File: src/pkg/flash_selftest_defines.svh
/*
 * Constants of the serial flash self-test sequencer: target addresses,
 * test bytes, step counts, build defaults and power-up timing.
 * Assumes it is included once per file by its bare name.
 */
`ifndef FLASH_SELFTEST_DEFINES_SVH
`define FLASH_SELFTEST_DEFINES_SVH

// Build defaults
`define FST_ADDR_W_DEFAULT 24
`define FST_ADDR_W_WIDE 32
`define FST_SCLK_DIV_DEFAULT 2

// Core clock and settle time before the first command
`define FST_CLK_PERIOD_NS 10
`define FST_PWRUP_NS 1000

// Target addresses
`define FST_ADDR_STEP_A 32'h0035_0000
`define FST_ADDR_STEP_B 32'h0000_0004
`define FST_ADDR_WAKE 32'h0005_0000
`define FST_ADDR_STEP_C 32'h0000_00ff
`define FST_ADDR_STEP_D 32'h0000_0024
`define FST_ADDR_QUAD 32'h0000_0010

// Test bytes
`define FST_DATA_A 8'h5a
`define FST_DATA_B 8'h33
`define FST_DATA_C 8'h50
`define FST_DATA_D 8'h23
`define FST_DATA_QUAD 8'hc3

// Sequence length
`define FST_STEPS_BASE 5'h0e
`define FST_STEPS_QUAD 5'h12

`endif

File: src/pkg/flash_selftest_pkg.sv
/*
 * Types of the serial flash self-test sequencer: controller commands,
 * sequencer states and one step of the fixed test sequence.
 * Assumes nothing of its surroundings.
 */
package flash_selftest_pkg;

	typedef enum logic [3:0] {
		CMD_NONE,
		CMD_SOFT_RESET,
		CMD_SECTOR_ERASE,
		CMD_BLOCK_ERASE,
		CMD_PAGE_WRITE,
		CMD_QUAD_WRITE,
		CMD_RELEASE_PD,
		CMD_READ,
		CMD_FAST_READ,
		CMD_FAST_READ_DUAL,
		CMD_FAST_READ_QUAD
	} cmd_t;

	typedef enum logic [3:0] {
		S_POWERUP,
		S_SETUP,
		S_QUAD_PULSE,
		S_QUAD_WAIT,
		S_ISSUE,
		S_WAIT_START,
		S_WAIT_DONE,
		S_NEXT,
		S_DONE
	} seq_state_t;

	typedef struct packed {
		cmd_t cmd;
		logic [31:0] addr;
		logic [7:0] data;
		logic four_byte;
	} step_t;

endpackage : flash_selftest_pkg

File: src/hw/sclk_tick.sv
/*
 * Divider that yields a one-cycle tick every DIV core clocks; the parent
 * toggles the serial clock on each tick.
 * Assumes one core clock and a synchronous active-high reset.
 */
module sclk_tick #(
	parameter int DIV = 2
) (
	input wire logic clk,
	input wire logic reset,
	output logic tick_r
);
	localparam int CW = $clog2(DIV + 1);
	localparam logic [CW-1:0] LAST = CW'(DIV - 1);

	logic [CW-1:0] cnt_r;

	always_ff @(posedge clk) begin
		if (reset) begin
			cnt_r <= '0;
			tick_r <= 1'b0;
		end else if (cnt_r == LAST) begin
			cnt_r <= '0;
			tick_r <= 1'b1;
		end else begin
			cnt_r <= cnt_r + CW'(1);
			tick_r <= 1'b0;
		end
	end

endmodule : sclk_tick

File: src/hw/flash_selftest_seq.sv
/*
 * Power-up self-test sequencer for a serial flash controller core: erase,
 * write and read back fixed bytes in single, dual and optional quad modes,
 * then light the indicator LEDs if every byte read back matched.
 * Assumes the controller raises busy the cycle after cmd_start_r and keeps
 * it high until the operation ends; read bytes arrive with rd_valid.
 */
`include "flash_selftest_defines.svh"

// Summary of operation
// - Address width 24 or 32, default 24
// - Serial clock is core clock over twice divider
// - Reset, then erase/write/fast-read 0x5a at 0x350000
// - Erase/write/dual-read 0x33 at 0x000004
// - Release power-down at address 0x050000
// - Block erase/write/dual-read 0x50 at 0x0000ff
// - Block erase/write/fast-read 0x23 at 0x000024
// - Mixed variant: four-byte at 0x350000, 0x0000ff
// - Quad: erase, quad write, read, quad read
// - Light LEDs when whole sequence completes with no miss
module flash_selftest_seq #(
	parameter int ADDR_W = `FST_ADDR_W_DEFAULT,
	parameter int SCLK_DIV = `FST_SCLK_DIV_DEFAULT,
	parameter bit QUAD_EN = 1'b0,
	parameter bit MIXED_ADDR = 1'b0
) (
	input wire logic clk,
	input wire logic reset,
	input wire logic busy,
	input wire logic rd_valid,
	input wire logic [7:0] rd_data,
	output flash_selftest_pkg::cmd_t cmd_r,
	output logic cmd_start_r,
	output logic [ADDR_W-1:0] addr_r,
	output logic [7:0] wr_data_r,
	output logic four_byte_r,
	output logic rden_r,
	output logic quad_en_r,
	output logic sclk_r,
	output logic done_r,
	output logic fail_r,
	output logic [1:0] led_r
);
	import flash_selftest_pkg::*;

	localparam int PWRUP_CYC =
		(`FST_PWRUP_NS + `FST_CLK_PERIOD_NS - 1) / `FST_CLK_PERIOD_NS;
	localparam logic [7:0] PWRUP_LAST = 8'(PWRUP_CYC - 1);
	localparam logic [4:0] LAST_STEP =
		QUAD_EN ? `FST_STEPS_QUAD - 5'h01 : `FST_STEPS_BASE - 5'h01;

	seq_state_t state_r;
	logic [4:0] step_r;
	logic [7:0] pwr_cnt_r;
	logic got_byte_r;
	logic tick;
	step_t cur;

	function automatic step_t step_of(input logic [4:0] idx);
		step_t s;
		s = '{CMD_NONE, 32'h0000_0000, 8'h00, 1'b0};
		unique case (idx)
			5'h00: s = '{CMD_SOFT_RESET, 32'h0000_0000, 8'h00, 1'b0};
			5'h01: s = '{CMD_SECTOR_ERASE, `FST_ADDR_STEP_A, 8'h00, MIXED_ADDR};
			5'h02: s = '{CMD_PAGE_WRITE, `FST_ADDR_STEP_A, `FST_DATA_A,
				MIXED_ADDR};
			5'h03: s = '{CMD_FAST_READ, `FST_ADDR_STEP_A, `FST_DATA_A,
				MIXED_ADDR};
			5'h04: s = '{CMD_SECTOR_ERASE, `FST_ADDR_STEP_B, 8'h00, 1'b0};
			5'h05: s = '{CMD_PAGE_WRITE, `FST_ADDR_STEP_B, `FST_DATA_B, 1'b0};
			5'h06: s = '{CMD_FAST_READ_DUAL, `FST_ADDR_STEP_B, `FST_DATA_B,
				1'b0};
			5'h07: s = '{CMD_RELEASE_PD, `FST_ADDR_WAKE, 8'h00, 1'b0};
			5'h08: s = '{CMD_BLOCK_ERASE, `FST_ADDR_STEP_C, 8'h00, MIXED_ADDR};
			5'h09: s = '{CMD_PAGE_WRITE, `FST_ADDR_STEP_C, `FST_DATA_C,
				MIXED_ADDR};
			5'h0a: s = '{CMD_FAST_READ_DUAL, `FST_ADDR_STEP_C, `FST_DATA_C,
				MIXED_ADDR};
			5'h0b: s = '{CMD_BLOCK_ERASE, `FST_ADDR_STEP_D, 8'h00, 1'b0};
			5'h0c: s = '{CMD_PAGE_WRITE, `FST_ADDR_STEP_D, `FST_DATA_D, 1'b0};
			5'h0d: s = '{CMD_FAST_READ, `FST_ADDR_STEP_D, `FST_DATA_D,
				1'b0};
			5'h0e: s = '{CMD_SECTOR_ERASE, `FST_ADDR_QUAD, 8'h00, 1'b0};
			5'h0f: s = '{CMD_QUAD_WRITE, `FST_ADDR_QUAD, `FST_DATA_QUAD, 1'b0};
			5'h10: s = '{CMD_READ, `FST_ADDR_QUAD, `FST_DATA_QUAD, 1'b0};
			5'h11: s = '{CMD_FAST_READ_QUAD, `FST_ADDR_QUAD, `FST_DATA_QUAD,
				1'b0};
			default: s = '{CMD_NONE, 32'h0000_0000, 8'h00, 1'b0};
		endcase
		return s;
	endfunction : step_of

	function automatic logic is_read(input cmd_t c);
		return c inside {CMD_READ, CMD_FAST_READ, CMD_FAST_READ_DUAL,
			CMD_FAST_READ_QUAD};
	endfunction : is_read

	always_comb begin
		cur = step_of(step_r);
	end

	sclk_tick #(
		.DIV(SCLK_DIV)
	) u_sclk_tick (
		.clk(clk),
		.reset(reset),
		.tick_r(tick)
	);

	// Half period of SCLK_DIV core cycles
	always_ff @(posedge clk) begin
		if (reset)
			sclk_r <= 1'b0;
		else if (tick)
			sclk_r <= ~sclk_r;
	end

	always_ff @(posedge clk) begin
		if (reset) begin
			state_r <= S_POWERUP;
			step_r <= 5'h00;
			pwr_cnt_r <= 8'h00;
		end else begin
			unique case (state_r)
				S_POWERUP: begin
					if (pwr_cnt_r == PWRUP_LAST)
						state_r <= S_SETUP;
					else
						pwr_cnt_r <= pwr_cnt_r + 8'h01;
				end
				S_SETUP: begin
					if (cur.cmd == CMD_FAST_READ_QUAD)
						state_r <= S_QUAD_PULSE;
					else
						state_r <= S_ISSUE;
				end
				S_QUAD_PULSE: state_r <= S_QUAD_WAIT;
				S_QUAD_WAIT: begin
					if (!busy)
						state_r <= S_ISSUE;
				end
				S_ISSUE: state_r <= S_WAIT_START;
				S_WAIT_START: begin
					if (busy)
						state_r <= S_WAIT_DONE;
				end
				S_WAIT_DONE: begin
					if (!busy)
						state_r <= S_NEXT;
				end
				S_NEXT: begin
					if (step_r == LAST_STEP) begin
						state_r <= S_DONE;
					end else begin
						step_r <= step_r + 5'h01;
						state_r <= S_SETUP;
					end
				end
				S_DONE: state_r <= S_DONE;
			endcase
		end
	end

	// Address and data settle at least one cycle ahead of the command strobe
	always_ff @(posedge clk) begin
		if (reset) begin
			cmd_r <= CMD_NONE;
			addr_r <= '0;
			wr_data_r <= 8'h00;
			four_byte_r <= 1'b0;
		end else if (state_r == S_SETUP) begin
			cmd_r <= cur.cmd;
			addr_r <= cur.addr[ADDR_W-1:0];
			wr_data_r <= cur.data;
			four_byte_r <= cur.four_byte;
		end
	end

	always_ff @(posedge clk) begin
		if (reset) begin
			cmd_start_r <= 1'b0;
			quad_en_r <= 1'b0;
		end else begin
			// Strobe one cycle after setup so the address already stands
			cmd_start_r <= state_r == S_ISSUE;
			quad_en_r <= state_r == S_SETUP && cur.cmd == CMD_FAST_READ_QUAD;
		end
	end

	// Read enable held for the whole read, dropped as busy falls
	always_ff @(posedge clk) begin
		if (reset)
			rden_r <= 1'b0;
		else if (state_r == S_ISSUE && is_read(cmd_r))
			rden_r <= 1'b1;
		else if (state_r == S_WAIT_DONE && !busy)
			rden_r <= 1'b0;
	end

	// A read that delivers no byte at all counts as a miss
	always_ff @(posedge clk) begin
		if (reset) begin
			fail_r <= 1'b0;
			got_byte_r <= 1'b0;
		end else begin
			if (state_r == S_ISSUE)
				got_byte_r <= 1'b0;
			else if (rd_valid && rden_r)
				got_byte_r <= 1'b1;
			if (rd_valid && rden_r && rd_data != wr_data_r)
				fail_r <= 1'b1;
			if (state_r == S_NEXT && is_read(cmd_r) && !got_byte_r)
				fail_r <= 1'b1;
		end
	end

	always_ff @(posedge clk) begin
		if (reset) begin
			done_r <= 1'b0;
			led_r <= 2'b00;
		end else if (state_r == S_DONE) begin
			done_r <= 1'b1;
			led_r <= fail_r ? 2'b00 : 2'b11;
		end
	end

	chk_addr_width: assert property (@(posedge clk)
		ADDR_W == `FST_ADDR_W_DEFAULT || ADDR_W == `FST_ADDR_W_WIDE)
		else $error("address width neither 24 nor 32");

	chk_sclk_half: assert property (@(posedge clk) disable iff (reset)
		$rose(sclk_r) |-> ##SCLK_DIV $fell(sclk_r))
		else $error("serial clock half period wrong");

	chk_step_idle: assert property (@(posedge clk) disable iff (reset)
		cmd_start_r && step_r != 5'h00 |-> $past(!busy, 2) || $past(!busy))
		else $error("step started while busy");

	chk_first_reset: assert property (@(posedge clk) disable iff (reset)
		cmd_start_r && step_r == 5'h00 |-> cmd_r == CMD_SOFT_RESET)
		else $error("first step is not soft reset");

	chk_write_a: assert property (@(posedge clk) disable iff (reset)
		cmd_start_r && step_r == 5'h02 |-> cmd_r == CMD_PAGE_WRITE
		&& wr_data_r == `FST_DATA_A && addr_r == ADDR_W'(`FST_ADDR_STEP_A))
		else $error("first write wrong");

	chk_dual_read_b: assert property (@(posedge clk) disable iff (reset)
		cmd_start_r && step_r == 5'h06 |-> cmd_r == CMD_FAST_READ_DUAL
		&& addr_r == ADDR_W'(`FST_ADDR_STEP_B) && !four_byte_r)
		else $error("dual read at 0x000004 wrong");

	chk_wake_addr: assert property (@(posedge clk) disable iff (reset)
		cmd_start_r && step_r == 5'h07 |-> cmd_r == CMD_RELEASE_PD
		&& addr_r == ADDR_W'(`FST_ADDR_WAKE))
		else $error("power-down release wrong");

	chk_write_c: assert property (@(posedge clk) disable iff (reset)
		cmd_start_r && step_r == 5'h09 |-> wr_data_r == `FST_DATA_C
		&& four_byte_r == MIXED_ADDR)
		else $error("write at 0x0000ff wrong");

	chk_read_d: assert property (@(posedge clk) disable iff (reset)
		cmd_start_r && step_r == 5'h0d |-> cmd_r == CMD_FAST_READ
		&& addr_r == ADDR_W'(`FST_ADDR_STEP_D))
		else $error("fast read at 0x000024 wrong");

	chk_quad_pulse: assert property (@(posedge clk) disable iff (reset)
		quad_en_r |=> !quad_en_r ##[0:1000] cmd_start_r
		&& cmd_r == CMD_FAST_READ_QUAD)
		else $error("quad enable not one pulse before quad read");

	chk_addr_ahead: assert property (@(posedge clk) disable iff (reset)
		cmd_start_r |-> $stable(addr_r))
		else $error("address changed with command");

	chk_led_pass: assert property (@(posedge clk) disable iff (reset)
		done_r |-> led_r == (fail_r ? 2'b00 : 2'b11))
		else $error("LEDs disagree with test result");

endmodule : flash_selftest_seq

File: config.mk
export PLATFORM = sky130hd
export DESIGN_NAME = flash_selftest_seq
export DESIGN_NICKNAME = d
export VERILOG_FILES = /design/src/pkg/flash_selftest_pkg.sv /design/src/hw/sclk_tick.sv /design/src/hw/flash_selftest_seq.sv
export VERILOG_INCLUDE_DIRS = /design/src /design/src/pkg
export SDC_FILE = /design/constraint.sdc
export NUM_CORES = 1
export LEC_CHECK = 0
export ABC_CLOCK_PERIOD_IN_PS = 2140
export BUFFER_PORTS_ARGS = -buffer_cell sky130_fd_sc_hd__buf_2
export CAP_MARGIN = 20
export CORE_MARGIN = 2
export CORE_UTILIZATION = 50
export DETAILED_ROUTE_END_ITERATION = 10
export PLACE_DENSITY = 0.85
export SETUP_SLACK_MARGIN = 0.02
export SLEW_MARGIN = 20
export SYNTH_ARGS = -nofsm -noshare
export SYNTH_HDL_FRONTEND = slang
export SYNTH_SLANG_ARGS = --single-unit
File: constraint.sdc
create_clock -name clk -period 2.14 [get_ports clk]
set_input_delay 0.107 -clock clk [delete_from_list [all_inputs] [get_ports clk]]
set_output_delay 0.107 -clock clk [all_outputs]
set_load 0.1 [all_outputs]
# == Word level (Yosys, flattened, before mapping) ==
# Memories as Yosys holds them, arrays and structs flattened. A register that Yosys moved wholly into a read port is not among the register bits.
# Index checks and enable logic that the tools add are counted.
# word_totals
ff_bits,66
romBits,736
input_bits,12
output_inout_bits,45
n_memories,1
# op_classes
add_sub_neg,3
n_eq_ne,21
muxes,15
bitwise_logic,3
n_reduce_logical,18
# memory_table
memory,depth,word_bits,rd,rd_ports_with_merged_regs,wr,line,source
(name not given),32,23,1,1,0,flash_selftest_seq.sv:62,unique case (idx)
# op_table
operator,count
4-bit one-hot mux with 9 select lines,1
"4-bit by 3-bit equality test with 1-bit output, second input constant",5
"4-bit equality test, second input constant",5
4-bit 2-to-1 mux,5
5-bit 2-to-1 mux,2
"8-bit by 1-bit adder with 8-bit output, second input constant",1
"4-bit by 2-bit equality test with 1-bit output, second input constant",2
"8-bit by 7-bit equality test with 1-bit output, second input constant",1
"2-bit inequality test, second input constant",4
8-bit inequality test,1
1-bit logical AND,7
"5-bit by 1-bit adder with 5-bit output, second input constant",1
"5-bit by 4-bit equality test with 1-bit output, second input constant",1
1-bit 2-to-1 mux,5
"4-bit by 1-bit equality test with 1-bit output, second input constant",1
4-bit logical NOT,1
2-bit AND reduction,2
4-bit AND reduction,1
2-bit nonzero test,2
4-bit nonzero test,1
2-bit OR reduction,2
3-bit 2-to-1 mux,1
1-bit inverter,3
"2-bit by 1-bit adder with 2-bit output, second input constant",1
3 further kinds,4

# == Longest topological paths before layout ==
# Gate-level depths: netlist of the first run.
# logic_depth
depth_word,5
depth_mapped,13
depth_no_buf,12

# == Modules after synthesis ==
# A second synthesis of the first run with hierarchy kept.
# unflattened
hier_cells,346
hier_area_um2,2917.8
# modules_own_cells
module,n_inst,cells_per_inst,area_per_inst_um2,seq_area_each_um2
flash_selftest_seq,1,338,2820.2,1181.1
sclk_tick,1,8,97.6,60.1

# == Least setup slack after synthesis of the first run ==
# Ideal clock, no wire load.
# synth_timing
path_kind,register to register
startpoint,reg step_r[0]
endpoint,reg cur[44] (netlist name)
arrival_ns,2.198
t_required_ns,1.997
setup_slack_ns,-0.201
stages_incl_launch_ff,11
synth_period_minus_slack_ns,2.341
path_cell_list,dfxtp_1 -> ha_1 -> and4b_1 -> buf_4 -> o21a_1 -> a211o_1 -> ha_1 -> a21boi_0 -> a21o_1 -> a221oi_1 -> a221oi_1
# synth_between
elab_chain_cells,5
elab_cells_between_ends,6
cone_classes,add/sub (1); eq/ne (1); mux (2); bitwise (1); reduce/logical (1)
# synth_lines
element,line,source
from (decl),flash_selftest_seq.sv:53,logic [4:0] step_r;
from (signal assigned),flash_selftest_seq.sv:155,step_r <= step_r + 5'h01;
branches (longest 3 deep; another with 5-bit by 1-bit adder with 5-bit output),n/a,
5-bit 2-to-1 mux (no source line) * (2 in series),n/a,
# Mark *: on every way between the ends.
# A chain may end at the register's enable or synchronous reset.

# == Worst setup path in the final report of the first run ==
# layout_timing
startpoint,reg step_r[1]
endpoint,reg cur[44] (netlist name)
# layout_between
elab_chain_cells,5
elab_cells_between_ends,6
cone_classes,add/sub (1); eq/ne (1); mux (2); bitwise (1); reduce/logical (1)
# layout_lines
element
branches (longest 3 deep; another with 5-bit by 1-bit adder with 5-bit output)
5-bit 2-to-1 mux (no source line) * (2 in series)
# Marked as above.

==> metrics, run 1 <==
outcome=finished, violations left; failing checks=setup timing; Detail Route Antenna Nets=0; Placement Setup Slack=-0.0722 ns; final setup vio count=12; Core Rows=28; DP Cell Count=463; Tcrit/Tclk final=110%; I/O Buffers=42; via count of the first global-routing pass=between 2,000 and 2,500; CP startpoint=step_r[1]; CP Max Fanout=7; hold violation total from the final report=0; Startpoint Class=flip-flop; core area=5850 sq um; clock buffer depth=2; critical path arrival=2.56 ns; FF-to-FF End=cur[44]; CP Capture Point=cur[44]; Filler cells=450; initial antenna violation count=0; Hold-fix buffers, CTS=0; grt ovf=0; Synth-to-Final Area Change=22.5%; Min-Delay Path Depth=3; DR iter-0 viols=192; most common cell after layout, fill and taps aside=dfxtp_1; Worst-Margin Slew=0.737 ns; R2R Path Start=step_r[1]; Util after Layout=a little over three fifths; Yosys warnings=0; CTS tree=done; most frequent cells in the layout=dfxtp_1, nand2_1, buf_2, buf_4, a21oi_1; CTS Buf Count=9; RSZ-0062 raised after global routing=true; nets@finish=426; setup TNS=-1.21 ns; maxcap violations=0; nature of the critical path endpoint=flip-flop; Avg Inst Size Synth=8.73 sq um; Synth async-reset ratio=0%; Setup CP Type=flip-flop to flip-flop; drt total wl=7.01 mm; layout cells sized above 1=30.1%; Mapped Area=3000 sq um; Worst EP required=between 2 and 2.5 ns; number of flops mapped to enable cells by yosys=0; largest net degree at the start of global routing=20; Clock power frac=35.9%; die area=6640 sq um; DRT met1 WL=approximately 2.9 mm; Max Slew Vio Count=0; n_diodes=0; clk sinks=62; Met2 Routed Length=3.50 mm; combinational power share=24.0%; final total power=3.19 mW; Slew Limit Headroom=50.7%; Hold Slack=0.0588 ns; Seq/Total Area, Yosys=41.4%; net load switching power=1.10 mW; Multi-input gate area=1610 sq um; VDD IR-drop max=between 0.5 and 0.6 mV; Die Span Y=slightly above 80 microns; clk root buf=clkbuf_8; flip-flop and latch count after synthesis=62; Sequential Area=1250 sq um; skew final=0.0112 ns; io pins=57; Int Power=approximately 2.1 mW; clk slew on worst S/H paths=0.07 ns; Worst R2R Path Depth=10; Setup WS post-layout=-0.205 ns; all-layer global routing usage=20.6%; Die Width=81.5 microns; Avg Vias per Cell=5.45; drt drc=0; Pleak=between 1.5 and 2 nW; clock latency on the worst-skew pair=0.34 ns; Power Dens Cells=868 nW/um^2; Synth cell types=62; non-filler instance count after layout=between 400 and 500; First-pass DRT Iterations=4; first-pass GRT wire length=10.7 mm; top sig layer=met4; Hold WC Path Type=input pin to flip-flop; final critical-path required period=2.34 ns; drt wl/cell=14.5 microns; H-Tree Depth=3; Placed Area=3340 sq um; highest clock rate=0.426 GHz; post-synthesis cell count=344; Most used DFF post-synth=dfxtp_1; Initial Utilization=51.3%; hpwl dp=4.61 mm; reg2reg setup slack=-0.20 ns; detailed-route via count=2,639; Placer Congestion=0.880; met3 wire length=394 microns; register share of total power=40.1%; final instance area=3680 sq um; Switching Fraction=roughly 35%
[timing repair]
| item | CTS | global route |
|---|---|---|
| pin swaps | 0 | 6 |
| buffers inserted | 2 | 3 |
| setup endpoints to repair | 11 | 16 |
| resized for setup | 3 | 13 |
[synth_stat cells, drive strengths merged, types with 2 or more instances]
| library cell | count | share of area [%] |
|---|---|---|
| dfxtp | 62 | 41 |
| nand2 | 49 | 6.2 |
| buf | 30 | 7.1 |
| nor2 | 28 | 3.8 |
| a21oi | 27 | 4.9 |
| inv | 15 | 2.0 |
| nor3 | 12 | 2.5 |
| xor2 | 12 | 3.5 |
| o21ai | 11 | 1.8 |
| ha | 10 | 4.2 |
| o21a | 8 | 2.0 |
| clkbuf | 7 | 0.88 |
| nand3 | 7 | 1.2 |
| mux2i | 6 | 2.0 |
| nand4 | 6 | 1.3 |
| xnor2 | 6 | 1.8 |
| nor4 | 5 | 1.0 |
| a31oi | 4 | 0.83 |
| a2111oi | 2 | 0.79 |
| a211oi | 2 | 0.50 |
| a221oi | 2 | 0.58 |
| a22oi | 2 | 0.67 |
| and2 | 2 | 0.50 |
| and4b | 2 | 0.67 |
| nand2b | 2 | 0.42 |
| nand3b | 2 | 0.50 |
| o22ai | 2 | 0.42 |
| o31ai | 2 | 0.67 |
| or3 | 2 | 0.58 |
[routing by layer]
layer,vias to the layer above,track usage (%)
met1,1244,24.6
met2,106,34.8
met3,23,4.07
met4,0,10.8
li1,1266,-
met5,-,0
[flip-flops by register name (all words and copies together) (netlist names), 2 cells and up]
signal	flops
cur	17
step_r	5
state_r	4
u_sclk_tick.cnt_r	2
cmd_r	4
addr_r	6
pwr_cnt_r	8
wr_data_r	7
[worst min-delay path by stage]
| stage | from | end | slack, ns |
|---|---|---|---|
| floorplan | rd_valid | fail_r | 0.27 |
| global placement | rd_valid | fail_r | 0.39 |
| detailed placement | rd_valid | fail_r | 0.41 |
| CTS | rd_valid | fail_r | 0.06 |
| global route | rd_valid | fail_r | 0.07 |
| finish | rd_valid | fail_r | 0.06 |
[layout make-up]
| class | instances | area share (%) |
|---|---|---|
| inverters | 15 | 1.67 |
| clock buffers | 9 | 3.37 |
| clock inverters | 7 | 2.65 |
| repair buffers | 73 | 12.0 |
| well taps | 75 | 2.55 |
| flip-flops and latches | 62 | 33.9 |
| multi-input cells | 243 | 43.8 |
[power by group through the flow]
stage / clock [mW] / combinational [mW] / sequential [mW]
final: 1.15 / 0.767 / 1.28
after global routing: 1.20 / 0.833 / 1.29
after CTS: 1.15 / 0.752 / 1.28
after detailed placement: 0 / 0.743 / 1.31
after global placement: 0 / 0.719 / 1.30
after floorplan: 0 / 0.486 / 1.41
[critical path, stage by stage (launching register included)]
cell	delay (ns)
dfxtp_2	0.36
inv_2	0.06
ha_4	0.15
and4b_2	0.24
o21a_1	0.21
a211o_4	0.37
ha_4	0.18
a21boi_4	0.13
a21o_1	0.19
a221oi_2	0.27
a221oi_2	0.06
[cells by family after synthesis]
family,Yosys count,synth area share (%)
AOI/OAI and AO/OA,71,16.1
xor gates and xnor gates,18,5.25
adders and majority gates,10,4.17
buffers and inverters,52,9.96
DFF,62,41.4
muxes,6,2.00
other,1,0.125
and+or+nand+nor,124,21.1
Note: power is estimated with default switching activity, not from simulation.
==> run 2: changes to the inputs <==
CORE_MARGIN = not set   (was 2)
==> run 2 against run 1 <==
  * The flow still finishes with violations (setup timing)
  * Fmax grew 8.3%
  * Power shrank 6.5%
  * Sequential cell count is the same
  * Clock power shrank 18%
  * Critical endpoint unchanged
==> metrics, run 2 (synthesized netlist as in run 1, its figures left out) <==
Initial Utilization=53.2% (+1.9 points); n_diodes=0 (unchanged); Setup CP Type=flip-flop to flip-flop; layout cells sized above 1=31.1% (+0.98 points); critical path arrival=2.38 ns (-0.18 ns); top cell family by delay on the critical path=compound AO/OA/AOI/OAI gates; nature of the critical path endpoint=flip-flop; crit-path cells=inv_2, ha_4, and4b_2, o21a_1, a211o_4, ha_4, a21boi_1, a21o_1, a221oi_2, a221oi_2; Worst EP required=2.36 ns (about the same); Filler cells=420 (-6.7%); Placer Congestion=0.892 (+1.3%); highest clock rate=0.462 GHz (+8.3%); DR iter-0 viols=120 (-38%); Power Dens Cells=811 nW/um^2 (-6.6%); Die Span Y=79.5 microns (-2.5%); first-pass GRT wire length=10.2 mm (-4.9%); RSZ-0062 raised after global routing=true; Avg Vias per Cell=5.50 (+0.81%); nets@finish=426 (unchanged); via count of the first global-routing pass=2,308 (-4.6%); skew final=0.00688 ns (-0.00437 ns); setup TNS=-0.0253 ns (+1.18 ns); clk sinks=62 (unchanged); Startpoint Class=flip-flop; die area=6320 sq um (-4.8%); Worst path max stage delay=0.34 ns (-0.03 ns); drt drc=0 (unchanged); drt wl/cell=14.5 microns (+0.31%); final setup vio count=1 (-11); most common cell after layout, fill and taps aside=dfxtp_1; Hold WC Path Type=input pin to flip-flop; H-Tree Depth=3 (unchanged); Slowest-stage cell, CP=a211o_4; Slew Limit Headroom=46.3% (-4.4 points); outcome=finished, violations left; Placed Area=3300 sq um (-1.1%); Die Width=79.5 microns (-2.5%); core area=5640 sq um (-3.6%); clock latency on the worst-skew pair=0.35 ns (about the same); Setup WS post-layout=-0.0253 ns (+0.179 ns); all-layer global routing usage=21.0% (+0.42 points); hpwl dp=4.51 mm (-2.3%); grt ovf=0 (unchanged); maxcap violations=0 (unchanged); Synth-to-Final Area Change=22.5% (about the same); initial antenna violation count=0 (unchanged); Core Rows=27 (-3.6%); Detail Route Antenna Nets=0 (unchanged); Largest register FFs=17 (unchanged); Pleak=1.58 nW (-1.0%); Worst-Margin Slew=0.803 ns (+0.0663 ns); most frequent cells in the layout=dfxtp_1, nand2_1, buf_2, buf_4, a21oi_1; hold violation total from the final report=0 (unchanged); io pins=57 (unchanged); failing checks=setup timing; Max Slew Vio Count=0 (unchanged); final critical-path required period=2.17 ns (-0.179 ns); CTS Buf Count=9 (unchanged); detailed-route via count=2,644 (+0.19%); Placement Setup Slack=-0.0360 ns (+0.0362 ns); CTS tree=done; VDD IR-drop max=0.429 mV (-21%); clock buffer depth=2 (unchanged); largest net degree at the start of global routing=35 (+75%); final instance area=3680 sq um (about the same); drt total wl=6.98 mm (-0.31%); CP Max Fanout=6 (-1); clk root buf=clkbuf_8; I/O Buffers=42 (unchanged); First-pass DRT Iterations=4 (unchanged); WP buf/inv=1 (unchanged); clk slew on worst S/H paths=0.06 ns (about the same); Util after Layout=65.2% (+2.3 points); Tcrit/Tclk final=101% (-8.4 points); final total power=2.98 mW (-6.5%)
## run 2: tightest hold or removal path: cells and delay by family
family	cells	cell delay (ns)
AOI/OAI and AO/OA	1	0.06
buffers and inverters	1	0.10
and+or+nand+nor	1	0.07
## run 2: layout make-up
class,count,area (sq um),share of cell area (%)
Inverter,15,61.3,1.67
Clock inverter,3,17.5,0.476
Tap cell,72,90.1,2.45
Timing Repair Buffer,73,463,12.6
Sequential cell,62,1250,33.9
Multi-Input combinational cell,243,1630,44.3
Clock buffer,13,169,4.59
## run 2: path summary, 6_finish.rpt
kind	startpoint	endpoint	slack, ns	cells after the start
min reg2reg	u_sclk_tick.cnt_r[0]	u_sclk_tick.cnt_r[0]	0.44	1
max	step_r[1]	cur[44]	-0.03	10
min	rd_valid	fail_r	0.04	3
max reg2reg	step_r[1]	cur[44]	-0.03	10
## run 2: power breakdown
| group | switching (mW) | internal, mW | total [mW] | leakage [nW] |
|---|---|---|---|---|
| logic | 0.550 | 0.210 | 0.761 | 0.987 |
| registers | 0.0569 | 1.22 | 1.27 | 0.503 |
| clock network | 0.437 | 0.511 | 0.948 | 0.0954 |
| total | 1.04 | 1.94 | 2.98 | 1.58 |
## run 2: per-stage QoR
step | instances | hold WS [ns]
detailed placement | 454 | 0.402
CTS | 479 | 0.0385
global route | 481 | 0.0332
floorplan | 357 | 0.271
finish | 481 | 0.0430
global placement | 454 | 0.388
## run 2: repair_timing
| item | in CTS | in global routing |
|---|---|---|
| resized for setup | 6 | 16 |
| gates cloned | 0 | 0 |
| hold buffers | 0 | 0 |
| setup endpoints to repair | 6 | 13 |
| setup buffers | 9 | 2 |
| pin swaps | 3 | 4 |
## run 2: metal layers
metal	wire length [microns]	vias up	GRT usage, %
met5	0	-	0
met3	388	18	6.17
met4	159	0	8.55
li1	-	1271	-
met2	3570	88	34.2
met1	2870	1267	25.7
==> run 3: changes to the inputs <==
CORE_UTILIZATION = 52   (was 50)
CTS_BUF_LIST = sky130_fd_sc_hd__clkbuf_2   (was not set)
PLACE_DENSITY = 0.88   (was 0.85)
==> run 3 against run 2 <==
  * The flow still finishes with violations (setup timing)
  * Design area is 0.27% higher
  * Hold slack worse by 0.017 ns
  * Global-route usage is 1.7 points higher
  * Critical path depth stayed put
  * Die area is 3.8% lower
  * Sequential share of layout area is 0.058 points lower
  * Cell count is 0.83% higher
  * Power is 1.7% lower
  * Fmax is 3.7% lower
  * Critical path type unchanged
  * Largest cell class unchanged
==> metrics, run 3 (synthesized netlist as in run 1, its figures left out) <==
drt wl/cell=15.1 microns (+3.8%); CTS tree=done; CP startpoint=step_r[1]; clk slew on worst S/H paths=0.19 ns (+0.13 ns); layout cells sized above 1=32.7% (+1.6 points); all-layer global routing usage=22.7% (+1.7 points); die area=6080 sq um (-3.8%); hold violation total from the final report=0 (unchanged); R2R Path Start=step_r[1]; reg2reg setup slack=-0.11 ns (-0.08 ns); DR iter-0 viols=148 (+23%); clock buffer depth=2 (unchanged); Worst-Margin Slew=0.772 ns (-0.0312 ns); Initial Utilization=54.2% (+0.97 points); detailed-route via count=2,722 (+3.0%); Die Span Y=78.0 microns (-1.9%); initial antenna violation count=0 (unchanged); I/O Buffers=42 (unchanged); VDD IR-drop max=0.706 mV (+64%); Hold WC Path Type=input pin to flip-flop; RSZ-0062 raised after global routing=true; io pins=57 (unchanged); H-Tree Depth=3 (unchanged); drt drc=0 (unchanged); skew final=0.0310 ns (+0.0241 ns); Filler cells=427 (+1.7%); grt ovf=0 (unchanged); highest clock rate=0.445 GHz (-3.7%); non-filler instance count after layout=485 (+0.83%); CTS Buf Count=9 (unchanged); Avg Vias per Cell=5.61 (+2.1%); Startpoint Class=flip-flop; failing checks=setup timing; core area=5540 sq um (-1.8%); final critical-path required period=2.25 ns (+0.0837 ns); DP Cell Count=456 (+0.44%); Tcrit/Tclk final=105% (+3.9 points); critical path arrival=2.65 ns (+0.27 ns); outcome=finished, violations left; drt total wl=7.31 mm (+4.7%); Placer Congestion=0.913 (+2.4%); n_diodes=0 (unchanged); Synth-to-Final Area Change=22.8%; most frequent cells in the layout=dfxtp_1, nand2_1, buf_2, buf_4, a21oi_1; maxcap violations=0 (unchanged); largest net degree at the start of global routing=37 (+5.7%); Largest register FFs=17 (unchanged); first-pass GRT wire length=10.7 mm (+5.5%); Max Slew Vio Count=0 (unchanged); Util after Layout=66.6% (+1.4 points); Worst EP required=2.55 ns (+0.19 ns); Die Width=78.0 microns (-1.9%); Pleak=1.59 nW (+0.19%); Hold Crit Start=rd_data[2]; final total power=2.93 mW (-1.7%); Hold Slack=0.0261 ns (-0.0169 ns); Slew Limit Headroom=48.4% (+2.1 points); Setup CP Type=flip-flop to flip-flop; most common cell after layout, fill and taps aside=dfxtp_1; via count of the first global-routing pass=2,351 (+1.9%); First-pass DRT Iterations=5 (+1); hpwl dp=4.56 mm (+1.1%); Setup WS post-layout=-0.109 ns (-0.0837 ns); Core Rows=27 (unchanged); clk sinks=62 (unchanged); final setup vio count=4 (+3); nature of the critical path endpoint=flip-flop; Detail Route Antenna Nets=0 (unchanged); clk root buf=clkbuf_2; Power Dens Cells=795 nW/um^2 (-2.0%); clock latency on the worst-skew pair=0.52 ns (+0.17 ns); CP Max Fanout=7 (+1); nets@finish=430 (+0.94%)
## run 3: cell types whose count changed in the layout (fill, tap and decap cells not counted), sizes merged
cell	delta
clkinvlp	+1
clkinv	+1
clkbuf	-4
buf	+1
bufinv	+2
dlygate4sd3	+3
## run 3: final timing paths
kind,endpoint,cells after the start
min,fail_r,5
max reg2reg,cur[44],10
min reg2reg,u_sclk_tick.cnt_r[0],1
max,cur[44],10
## run 3: critical path, cell delays in order (launching register included)
cell,delay (ns)
dfxtp_2,0.38
inv_2,0.05
ha_4,0.15
and4b_2,0.24
o21a_1,0.20
a211o_4,0.33
ha_2,0.21
a21boi_1,0.12
a21o_1,0.19
a221oi_2,0.21
a221oi_1,0.09
## run 3: power by group
group	internal, mW	total, mW	switching, mW
logic	0.215	0.785	0.570
clock network	0.389	0.863	0.474
registers	1.22	1.28	0.0634
total	1.83	2.93	1.11
## run 3: through the flow
step,worst slack [ns],instance area (sq um),setup TNS (ns)
floorplan,0.00287,3080,0
global route,-0.176,3690,-0.719
global placement,0.0329,3300,0
CTS,0.00321,3510,0
finish,-0.109,3690,-0.209
detailed placement,-0.0581,3300,-0.236
## run 3: timing repair
action                                  CTS  global route
gates resized for setup                   6            24
endpoints found under the setup margin   10            15
hold buffers                              3             0
pin swaps                                 0             7
endpoints found under the hold margin    11             0
setup buffers                             1             9
## run 3: routing by layer
metal	wire length [microns]	track usage, %	share of wire [%]
met3	413	4.71	5.7
met4	209	12.2	2.9
met5	0	0	0
met1	3010	28.3	41
met2	3680	36.7	50
## run 3: area by class of cell
cell class	instances	area, sq um	area share (%)
repair buffers	77	484	13.1
multi-input cells	243	1660	45.0
flip-flops and latches	62	1250	33.8
well taps	72	90.1	2.44
inverters	15	63.8	1.73
clock inverters	7	97.6	2.65
clock buffers	9	45.0	1.22
